==> src/core/uart_isc_regs.svh <==
// Offsets, gate values, bit positions and reset value of the interrupt status register
`ifndef UART_ISC_REGS_SVH
`define UART_ISC_REGS_SVH

// ****************************************
// Register placement and gating
// ****************************************
`define ISC_OFFSET 4'hf
`define ISC_RESET 8'h00
`define ISC_FLAGS_RESET 7'h00
`define ISC_READ_IDLE 8'h00
`define ISC_GATE_LINE_CTRL 8'hbf
`define SPECIAL_ACCESS_BIT 2

// ****************************************
// Bit positions inside the register
// ****************************************
`define ISC_BIT_HANDSHAKE 7
`define ISC_BIT_XOFF 6
`define ISC_BIT_MODEM 5
`define ISC_BIT_TX_HOLD 4
`define ISC_BIT_RX_TIMEOUT 3
`define ISC_BIT_RX_HOLD 2
`define ISC_BIT_LINE_ERR 1
`define ISC_BIT_CLEAR 0
`define ISC_FLAG_MSB 7
`define ISC_FLAG_LSB 1

`endif

==> src/core/uart_isc_pkg.sv <==
// Types shared by the interrupt status register, its source model and its testbench
package uart_isc_pkg;

  // ****************************************
  // Register access request from the host port
  // ****************************************
  typedef struct packed {
    logic wr;
    logic rd;
    logic [3:0] addr;
    logic [7:0] data;
  } regReq_t;

  // ****************************************
  // Interrupt sources, register bit order 7 down to 1
  // ****************************************
  typedef struct packed {
    logic handshake;
    logic xoffChar;
    logic modem;
    logic txHold;
    logic rxTimeout;
    logic rxHold;
    logic lineErr;
  } irqSrc_t;

endpackage

==> src/core/flag_bank.sv <==
// Sticky flag bank with load, clear-all and set-wins priority
`timescale 1ns/1ps

module flag_bank #(
  parameter int WIDTH = 7
) (
  input wire logic clk,
  input wire logic rstN,
  input wire logic [WIDTH-1:0] setVec,
  input wire logic loadEn,
  input wire logic [WIDTH-1:0] loadVal,
  input wire logic clearAll,
  output logic [WIDTH-1:0] flags
);

  logic [WIDTH-1:0] next_flags;

  // ****************************************
  // Next value
  // ****************************************
  // Set is applied last, so an event in the clearing cycle survives
  always_comb begin
    next_flags = flags;
    if (loadEn) begin
      next_flags = loadVal;
    end
    if (clearAll) begin
      next_flags = '0;
    end
    next_flags = next_flags | setVec;
  end

  always_ff @(posedge clk or negedge rstN) begin
    if (!rstN) begin
      flags <= '0;
    end else begin
      flags <= next_flags;
    end
  end

endmodule

==> src/core/uart_interrupt_status_clear.sv <==
// Interrupt status and clear register of the serial bridge, with its access gate
`timescale 1ns/1ps
`include "uart_isc_regs.svh"

// Summary of operation
// - Register at 0x0F reachable only with line control 0xBF and special bit 2 set
// - Register reads zero after reset: all flags and clear bit low
// - Bit 7 shows the handshake line change interrupt
// - Bit 6 shows the Xoff or special character interrupt
// - Bit 5 shows the modem status interrupt
// - Bit 4 shows the transmit holding register interrupt
// - Bit 3 shows the receiver timeout interrupt
// - Bit 2 shows the receive holding register interrupt
// - Bit 1 shows the receive line error interrupt
// - Writing one to bit 0 clears every status flag whose source is not firing in that cycle
// - Clear bit never stays set; it always reads back zero
module uart_interrupt_status_clear
  import uart_isc_pkg::*;
#(
  parameter int FLAG_COUNT = 7
) (
  input wire logic clk_sys,
  input wire logic nrst,
  input wire regReq_t regReq,
  input wire logic [7:0] lineControl,
  input wire logic [7:0] specialFunction,
  input wire irqSrc_t irqSrc,
  output logic [7:0] rdData,
  output logic rdValid,
  output logic accessRefused,
  output irqSrc_t irqFlags,
  output logic irqActive
);

  // ****************************************
  // Helpers
  // ****************************************
  function automatic logic gateOpen(input logic [7:0] lineCtrl, input logic [7:0] specialFn);
    gateOpen = (lineCtrl == `ISC_GATE_LINE_CTRL) && specialFn[`SPECIAL_ACCESS_BIT];
  endfunction

  function automatic logic addrHit(input logic [3:0] addr);
    addrHit = (addr == `ISC_OFFSET);
  endfunction

  // ****************************************
  // Reset release
  // ****************************************
  // Async assert, release through two flops to avoid recovery hazards
  logic [1:0] rstPipe;
  logic rstSyncN;

  always_ff @(posedge clk_sys or negedge nrst) begin
    if (!nrst) begin
      rstPipe <= 2'h0;
    end else begin
      rstPipe <= {rstPipe[0], 1'b1};
    end
  end

  assign rstSyncN = rstPipe[1];

  // ****************************************
  // Access decode
  // ****************************************
  logic open;
  logic wrHit;
  logic rdHit;
  logic rdTaken;
  logic refuseNow;
  logic [FLAG_COUNT-1:0] srcVec;
  logic [FLAG_COUNT-1:0] flagVec;
  logic [FLAG_COUNT-1:0] wrFlags;
  logic clearCmd;

  assign open = gateOpen(lineControl, specialFunction);
  // A write in the same cycle takes precedence; the read is dropped
  assign rdTaken = regReq.rd && !regReq.wr && addrHit(regReq.addr);
  assign wrHit = regReq.wr && addrHit(regReq.addr) && open;
  assign rdHit = rdTaken && open;
  // Refused accesses leave the flags alone and raise a one-cycle marker; a refused read loads zero into the read data
  assign refuseNow = (regReq.wr || regReq.rd) && addrHit(regReq.addr) && !open;
  assign srcVec = irqSrc;
  assign wrFlags = regReq.data[`ISC_FLAG_MSB:`ISC_FLAG_LSB];
  // Clear command is a strobe only; nothing stores bit 0
  assign clearCmd = wrHit && regReq.data[`ISC_BIT_CLEAR];

  // ****************************************
  // Flag storage
  // ****************************************
  // Flags are writable so software can also clear single bits
  flag_bank #(
    .WIDTH(FLAG_COUNT)
  ) u_flags (
    .clk(clk_sys),
    .rstN(rstSyncN),
    .setVec(srcVec),
    .loadEn(wrHit),
    .loadVal(wrFlags),
    .clearAll(clearCmd),
    .flags(flagVec)
  );

  assign irqFlags = flagVec;

  // ****************************************
  // Read path
  // ****************************************
  // Data shows the flags as they stood in the request cycle
  always_ff @(posedge clk_sys or negedge rstSyncN) begin
    if (!rstSyncN) begin
      rdData <= `ISC_RESET;
    end else if (rdHit) begin
      rdData <= {flagVec, 1'b0};
    end else if (rdTaken) begin
      rdData <= `ISC_READ_IDLE;
    end
  end

  always_ff @(posedge clk_sys or negedge rstSyncN) begin
    if (!rstSyncN) begin
      rdValid <= 1'b0;
    end else begin
      rdValid <= rdTaken;
    end
  end

  always_ff @(posedge clk_sys or negedge rstSyncN) begin
    if (!rstSyncN) begin
      accessRefused <= 1'b0;
    end else begin
      accessRefused <= refuseNow;
    end
  end

  // ****************************************
  // Summary output
  // ****************************************
  // Follows the flags one cycle late, kept registered for clean timing
  always_ff @(posedge clk_sys or negedge rstSyncN) begin
    if (!rstSyncN) begin
      irqActive <= 1'b0;
    end else begin
      irqActive <= |flagVec;
    end
  end

  // ****************************************
  // Checks
  // ****************************************
  logic [7:0] regImage;
  assign regImage = {flagVec, 1'b0};

  a_gate_write_block: assert property (
    @(posedge clk_sys) disable iff (!rstSyncN)
    (regReq.wr && addrHit(regReq.addr) && !open && (srcVec == '0))
      |=> (flagVec == $past(flagVec))
  ) else $error("Write passed a closed access gate");

  a_gate_read_zero: assert property (
    @(posedge clk_sys) disable iff (!rstSyncN)
    (rdTaken && !open) |=> (rdValid && accessRefused && (rdData == `ISC_READ_IDLE))
  ) else $error("Closed gate read did not return zero");

  a_reset_clear: assert property (
    @(posedge clk_sys)
    $rose(rstSyncN) |-> ((regImage == `ISC_RESET) && !rdValid && !irqActive)
  ) else $error("Register not zero after reset");

  a_handshake_set: assert property (
    @(posedge clk_sys) disable iff (!rstSyncN)
    irqSrc.handshake |=> regImage[`ISC_BIT_HANDSHAKE]
  ) else $error("Handshake flag not set");

  a_xoff_set: assert property (
    @(posedge clk_sys) disable iff (!rstSyncN)
    irqSrc.xoffChar |=> regImage[`ISC_BIT_XOFF]
  ) else $error("Xoff flag not set");

  a_modem_set: assert property (
    @(posedge clk_sys) disable iff (!rstSyncN)
    irqSrc.modem |=> regImage[`ISC_BIT_MODEM]
  ) else $error("Modem flag not set");

  a_txhold_set: assert property (
    @(posedge clk_sys) disable iff (!rstSyncN)
    irqSrc.txHold |=> regImage[`ISC_BIT_TX_HOLD]
  ) else $error("Transmit holding flag not set");

  a_timeout_set: assert property (
    @(posedge clk_sys) disable iff (!rstSyncN)
    irqSrc.rxTimeout |=> regImage[`ISC_BIT_RX_TIMEOUT]
  ) else $error("Receiver timeout flag not set");

  a_rxhold_set: assert property (
    @(posedge clk_sys) disable iff (!rstSyncN)
    irqSrc.rxHold |=> regImage[`ISC_BIT_RX_HOLD]
  ) else $error("Receive holding flag not set");

  a_line_err_set: assert property (
    @(posedge clk_sys) disable iff (!rstSyncN)
    irqSrc.lineErr |=> regImage[`ISC_BIT_LINE_ERR]
  ) else $error("Line error flag not set");

  a_clear_all: assert property (
    @(posedge clk_sys) disable iff (!rstSyncN)
    (clearCmd && (srcVec == '0)) |=> (flagVec == `ISC_FLAGS_RESET)
  ) else $error("Clear command left a flag set");

  a_clear_self: assert property (
    @(posedge clk_sys) disable iff (!rstSyncN)
    (wrHit ##2 rdHit) |=> (rdValid && !rdData[`ISC_BIT_CLEAR])
  ) else $error("Clear bit read back as one");

  a_flag_hold: assert property (
    @(posedge clk_sys) disable iff (!rstSyncN)
    !wrHit |=> ((flagVec & $past(flagVec)) == $past(flagVec))
  ) else $error("Flag dropped without clear");

  a_read_image: assert property (
    @(posedge clk_sys) disable iff (!rstSyncN)
    rdHit |=> (rdValid && (rdData == {$past(flagVec), 1'b0}))
  ) else $error("Read data differ from flags");

  // ****************************************
  // Access, flag and reset checks
  // ****************************************

  a_refuse_pulse: assert property (
    @(posedge clk_sys) disable iff (!rstSyncN)
    refuseNow |=> accessRefused
  ) else $error("Closed gate access not marked");

  a_refuse_quiet: assert property (
    @(posedge clk_sys) disable iff (!rstSyncN)
    !refuseNow |=> !accessRefused
  ) else $error("Refusal marker without cause");

  a_open_read_valid: assert property (
    @(posedge clk_sys) disable iff (!rstSyncN)
    rdHit |=> (rdValid && !accessRefused)
  ) else $error("Open gate read not answered");

  a_other_offset: assert property (
    @(posedge clk_sys) disable iff (!rstSyncN)
    !addrHit(regReq.addr) |=> (!rdValid && !accessRefused)
  ) else $error("Other offset answered");

  a_other_write_hold: assert property (
    @(posedge clk_sys) disable iff (!rstSyncN)
    (regReq.wr && !addrHit(regReq.addr) && (srcVec == '0)) |=> $stable(flagVec)
  ) else $error("Other offset write changed flags");

  a_write_load: assert property (
    @(posedge clk_sys) disable iff (!rstSyncN)
    (wrHit && !regReq.data[`ISC_BIT_CLEAR] && (srcVec == '0)) |=> (flagVec == $past(wrFlags))
  ) else $error("Written flags not loaded");

  a_clear_masks_load: assert property (
    @(posedge clk_sys) disable iff (!rstSyncN)
    clearCmd |=> ((flagVec & ~$past(srcVec)) == '0)
  ) else $error("Clear left a flag without source");

  a_set_beats_clear: assert property (
    @(posedge clk_sys) disable iff (!rstSyncN)
    (clearCmd && (srcVec != '0)) |=> ((flagVec & $past(srcVec)) == $past(srcVec))
  ) else $error("Source lost to clear");

  a_no_spurious_set: assert property (
    @(posedge clk_sys) disable iff (!rstSyncN)
    (!wrHit && (srcVec == '0)) |=> (flagVec == $past(flagVec))
  ) else $error("Flag changed with no cause");

  a_active_follow: assert property (
    @(posedge clk_sys) disable iff (!rstSyncN)
    1'b1 |=> (irqActive == (|$past(flagVec)))
  ) else $error("Summary output does not follow flags");

  a_no_read_pulse: assert property (
    @(posedge clk_sys) disable iff (!rstSyncN)
    !rdTaken |=> !rdValid
  ) else $error("Read answer without request");

  a_rddata_hold: assert property (
    @(posedge clk_sys) disable iff (!rstSyncN)
    !rdTaken |=> $stable(rdData)
  ) else $error("Read data changed without read");

  a_read_bit0_low: assert property (
    @(posedge clk_sys) disable iff (!rstSyncN)
    rdValid |-> !rdData[`ISC_BIT_CLEAR]
  ) else $error("Clear bit visible in read data");

  a_reset_outputs: assert property (
    @(posedge clk_sys)
    !rstSyncN |-> ((flagVec == `ISC_FLAGS_RESET) && !rdValid && !accessRefused && !irqActive
      && (rdData == `ISC_RESET))
  ) else $error("Outputs not cleared during reset");

  a_sync_release: assert property (
    @(posedge clk_sys)
    $rose(nrst) |-> (!rstSyncN ##1 !rstSyncN ##1 rstSyncN)
  ) else $error("Reset release not two cycles");

endmodule

==> config.mk <==
export PLATFORM = sky130hd
export DESIGN_NAME = uart_interrupt_status_clear
export DESIGN_NICKNAME = d
export VERILOG_FILES = /design/src/core/uart_isc_pkg.sv /design/src/core/flag_bank.sv /design/src/core/uart_interrupt_status_clear.sv
export VERILOG_INCLUDE_DIRS = /design/src /design/src/core
export SDC_FILE = /design/constraint.sdc
export NUM_CORES = 1
export LEC_CHECK = 0
export BUFFER_PORTS_ARGS = -buffer_cell sky130_fd_sc_hd__buf_2
export CORE_AREA = 2 2 48 50
export DETAILED_ROUTE_END_ITERATION = 12
export DIE_AREA = 0 0 50 52
export GPL_TIMING_DRIVEN = 0
export PLACE_DENSITY = 0.87
export SYNTH_ARGS = -nofsm -noshare
export SYNTH_HDL_FRONTEND = slang
export SYNTH_SLANG_ARGS = --single-unit
==> constraint.sdc <==
create_clock -name clk_sys -period 1.35 [get_ports clk_sys]
set_clock_uncertainty 0.05 [all_clocks]
set_input_delay 0.0675 -clock clk_sys [delete_from_list [all_inputs] [get_ports clk_sys]]
set_output_delay 0.0675 -clock clk_sys [all_outputs]
set_load 0.01 [all_outputs]
# Word-level counts from Yosys, hierarchy flattened
# Cells that the tools add are included.
# word_totals
register_bits	20
in_bits	39
word_cells	27
out_inout_bits	18
# classes
mux	4
n_bitwise	1
n_eq_ne	2
reduce_logical	14
# op_table
op	count
two-way mux 8 bit	2
two-way mux 7 bit	2
logical AND 1 bit	9
equality test 8 bit (second input constant)	1
bitwise OR 7 bit	1
OR reduction 7 bit	1
equality test 4 bit (second input constant)	1
logical NOT 1 bit	2
nonzero test 2 bit	1
logical OR 1 bit	1

# Logic depth before layout (Yosys ltp)
# logic_depth
ltp_word	6
ltp_mapped	4
mapped_depth_nobuf	3

# Cells and area by module
# From an unflattened synthesis, not the netlist that was laid out.
# hier_totals
cells_unflattened	67
hier_area_um2	854.6
# modules_own_cells
mod	cells_each	area_each_um2	n_inst
uart_interrupt_status_clear	45	545.5	1
flag_bank	22	309.0	1

# Worst setup path before layout
# No wires, ideal clock.
# synth_path
kind	input to register
startpoint	in regReq[9] (netlist bit)
endpoint	reg rdData[5]
path_slack_ns	0.175
arrival_ns	1.004
required_time_ns	1.179
path_stages	4
path_cell_list	nand4_2 -> or3b_1 -> buf_2 -> a22o_1
# synth_via
elab_chain_len	4
word_cells_on_any_way	5
classes_between	1 x eq/ne; 1 x mux; 3 x reduce/logical
# synth_lines
item	line_no	source
from (decl)	uart_interrupt_status_clear.sv:24	input wire regReq_t regReq,
equality test 4 bit (no line) (*)	n/a	
logical AND 1 bit (*)	uart_interrupt_status_clear.sv:78	assign rdTaken = regReq.rd && !regReq.wr && addrHit(regReq.addr);
logical AND 1 bit	uart_interrupt_status_clear.sv:80	assign rdHit = rdTaken && open;
two-way mux 8 bit / nonzero test 2 bit (equally long branches)	n/a	
to (signal assigned)	uart_interrupt_status_clear.sv:112	rdData <= `ISC_RESET;
to (signal assigned)	uart_interrupt_status_clear.sv:114	rdData <= {flagVec, 1'b0};
to (signal assigned)	uart_interrupt_status_clear.sv:116	rdData <= `ISC_READ_IDLE;
to (decl)	uart_interrupt_status_clear.sv:28	output logic [7:0] rdData,
# Every way passes the cells marked *; elsewhere a longest branch is shown, timed or not.
# A chain may end at the register's enable or synchronous reset.

# Worst setup path in the final report
# layout_path
startpoint	in regReq[12] (netlist bit)
endpoint	reg rdData[6]
# layout_via
elab_chain_len	4
word_cells_on_any_way	5
classes_between	1 x mux; 4 x reduce/logical
# layout_lines
item	line_no
logical AND 1 bit (*) (2 in a row)	uart_interrupt_status_clear.sv:78
logical AND 1 bit	uart_interrupt_status_clear.sv:80
two-way mux 8 bit / nonzero test 2 bit (equally long branches)	n/a
# Marks and branches as above.

==> flow_summary.json <==
{
  "synth.distinct_cells": 19,
  "layout_cell_share_with_drive_strength_beyond_1_pct": 45.60,
  "die_h_um": 52,
  "report.power.total_mw": 0.9501,
  "remaining_drc_errors": 0,
  "drtPass1Iterations": 3,
  "edff_count_synth": 0,
  "grt_first_pass_wirelength_um": 3022,
  "clock_tree_from_tritoncts": "built",
  "detailed_place.area_mm2": 0.001111,
  "outcome": "finished, final reports clean",
  "worst_skew_pair.late_latency_ps": 290,
  "gpl.final_weighted_congestion": 0.7797,
  "maximum_number_of_pins_on_one_net_before_global_route_repair": 18,
  "yosysTopAreaCell": "dfrtp_1",
  "vias_post_dr": 740,
  "p_leak_nw": 0.5791,
  "p_sw_share_pct": 21.80,
  "worst-r2r-setup-slack_ps": 390,
  "place.port_buffers": 48,
  "drt-total-wl_um": 1802,
  "synthTopCellsByCount": "dfrtp_1, nor2_1, a21oi_1, a22o_1, mux2i_1",
  "route.antenna.remaining_nets": 0,
  "worst_r2r_path_depth": 2,
  "critical_path.endpoint": "rdData[6]",
  "rsz0062_at_grt": "no",
  "path_clk_slew_ps": 90,
  "worst-slew-pin-transition_ps": 618.4,
  "post_synth_main_area_contributors": "dfrtp_1, mux2i_1, a22o_1",
  "die_area_mm2": 0.002600,
  "post_layout_nonfiller_instances": 153,
  "grt_overflow": 0,
  "area.sequential_um2": 475.5,
  "post-dp-hpwl_um": 1514,
  "cts_sinks": 19,
  "critical_path_required_ps": 1480,
  "pin_count": 57,
  "crit_path_start_kind": "input pin",
  "vdd_drop_max_v": 0.0003990,
  "power_frac_seq_pct": 61.3,
  "setup-violations-final": 0,
  "synthesis.area_per_instance_um2": 12.29,
  "worst_ep_arrival_time_ps": 1450,
  "multi_input_comb_area_um2": 340.3,
  "synth_most_common_cell": "dfrtp_1",
  "root_buffer": "clkbuf_4",
  "fp.dieW_um": 50,
  "initial_core_util_pct": 39.69,
  "yosysWarningCount": 0,
  "max_slew_margin_pct": 58.46,
  "postSynthCellCount": 68,
  "cp-startpoint": "regReq[12]",
  "fillCellCount": 191,
  "combinationalPowerShare_pct": 10.3,
  "core_mm2": 0.002106,
  "timing.final.max_slew_violations": 0,
  "power_dens_cells_mw_per_mm2": 800.2,
  "average_wire_per_cell_in_the_routed_design_um": 11.78,
  "antenna_cell_count": 0,
  "first_global_vias": 699,
  "r2r_start": "u_flags.flags[1]",
  "max_h_tree_level": 1,
  "timing.max_cap.violations": 0,
  "nets_finish": 165,
  "yosysTopAreaCellShare_pct": 56.89,
  "synth.net_count": 107,
  "yosysSeqAreaShare_pct": 56.89,
  "ys.flop_type": "dfrtp_1",
  "internal-power_mw": 0.7430,
  "clock.fmax_ghz": 0.7591,
  "hold_viol_final": 0,
  "final_core_util_pct": 56.39,
  "drtIter0Drc": 6,
  "row_count": 17,
  "criticalPathCategory": "in2reg",
  "syn2layout_area_growth_pct": 42.07,
  "reg2reg_to": "irqActive",
  "clk_path_buf_depth": 2,
  "worstHoldPathType": "in2reg",
  "post_cts_resized": 0,
  "antenna_found_initial": 0,
  "post_synth_instance_area_um2": 835.8,
  "yosys_register_bits": 19,
  "clockPowerShare_pct": 28.4,
  "async_reset_ff_share_pct": 100.0,
  "grt_usage_pct": 15.40,
  "tritoncts.num_buffers": 3,
  "period_minus_slack_ps": 1317,
  "total_switching_power_mw": 0.2071,
  "end_kind": "register",
  "post_route_cell_area_mm2": 0.001187,
  "timing.critical_path.fanout_max": 8,
  "place.detailed.instances": 144,
  "viasPerCell": 4.837,
  "min_period_over_period_pct": 97.58
}
-- state kept, by name, summed over array words and instances (netlist names) --
register,flops
u_flags.flags,7
rdValid,1
rdData,7
irqActive,1
accessRefused,1
rstPipe,2
-- cell families (layout without fill, tap and decap cells) --
family                 count (synthesis)  count (layout)  share of synthesized area, %
DFF                                   19              19                         56.89
muxes                                  7               7                         8.384
other                                  2               2                        0.8985
and+or+nand+nor                       22              22                         19.91
AOI/OAI and AO/OA                     14              14                         11.53
buffers and inverters                  4              61                         2.395
-- layout by cell type (no fill, tap or decap) --
| cell | instances |
|---|---|
| nand4b_1 | 1 |
| a22o_1 | 7 |
| nand3_1 | 1 |
| dlygate4sd3_1 | 5 |
| mux2i_1 | 7 |
| buf_4 | 1 |
| conb_1 | 2 |
| nand4_2 | 1 |
| nor2_1 | 8 |
| clkbuf_4 | 3 |
| nor3_1 | 3 |
| nand2_1 | 2 |
| a21oi_1 | 7 |
| or3b_1 | 1 |
| inv_1 | 2 |
| dfrtp_1 | 19 |
| nand4b_4 | 1 |
| nor4_4 | 2 |
| nor4_1 | 1 |
| buf_2 | 49 |
| clkbuf_1 | 1 |
| nand4_1 | 1 |
-- repair_timing --
item,in CTS,in global routing
setup buffers,0,0
hold endpoints to repair,6,0
hold buffers,5,0
-- final cells by class --
class                           count  share of cell area (%)
Timing Repair Buffer               53                   24.45
Tap cell                           28                   2.950
Multi-Input combinational cell     45                   28.66
Inverter                            2                  0.6322
Sequential cell                    19                   40.04
Buffer                              2                   1.054
Clock buffer                        4                   2.213
-- critical path, stage by stage --
cell	delay, ps
dlygate4sd3_1	520
buf_2	120
or3b_1	340
buf_2	170
a22o_1	240
-- worst min-delay path by stage --
stage / startpoint / endpoint / slack [ps] / cells past startpoint
finish: irqSrc[4] / u_flags.flags[4] / 10 / 3
global route: regReq[6] / u_flags.flags[5] / 10 / 3
CTS: regReq[6] / u_flags.flags[5] / 10 / 3
detailed placement: nrst / rstPipe[1] / -200 / 1
global placement: nrst / rstPipe[1] / -200 / 1
floorplan: nrst / rstPipe[0] / -280 / 0
-- power groups by stage --
stage / combinational, mW / sequential [mW] / clock, mW
2_1_floorplan: 0.0274 / 0.593 / 0
3_3_place_gp: 0.0825 / 0.594 / 0
3_5_place_dp: 0.0865 / 0.595 / 0
4_1_cts: 0.0973 / 0.583 / 0.276
5_1_grt: 0.108 / 0.585 / 0.297
6_report: 0.0975 / 0.582 / 0.270
-- stage by stage --
step / setup slack [ps] / hold WS (ps) / setup TNS, ps
floorplan: 175.3 / -278.1 / 0
global placement: -28.47 / -197.9 / -148.5
detailed placement: -70.42 / -196.3 / -323.5
CTS: 40.42 / 11.05 / 0
global route: 6.236 / 13.31 / 0
finish: 32.73 / 14.12 / 0
-- per-layer routing --
layer | global-route usage [%] | up-vias | wire (µm)
li1 | - | 365 | -
met1 | 16.82 | 347 | 682
met2 | 29.39 | 23 | 996
met3 | 1.149 | 5 | 83
met4 | 8.333 | 0 | 39
met5 | 0 | - | 0
No activity file was read; power rests on OpenSTA's default activity.
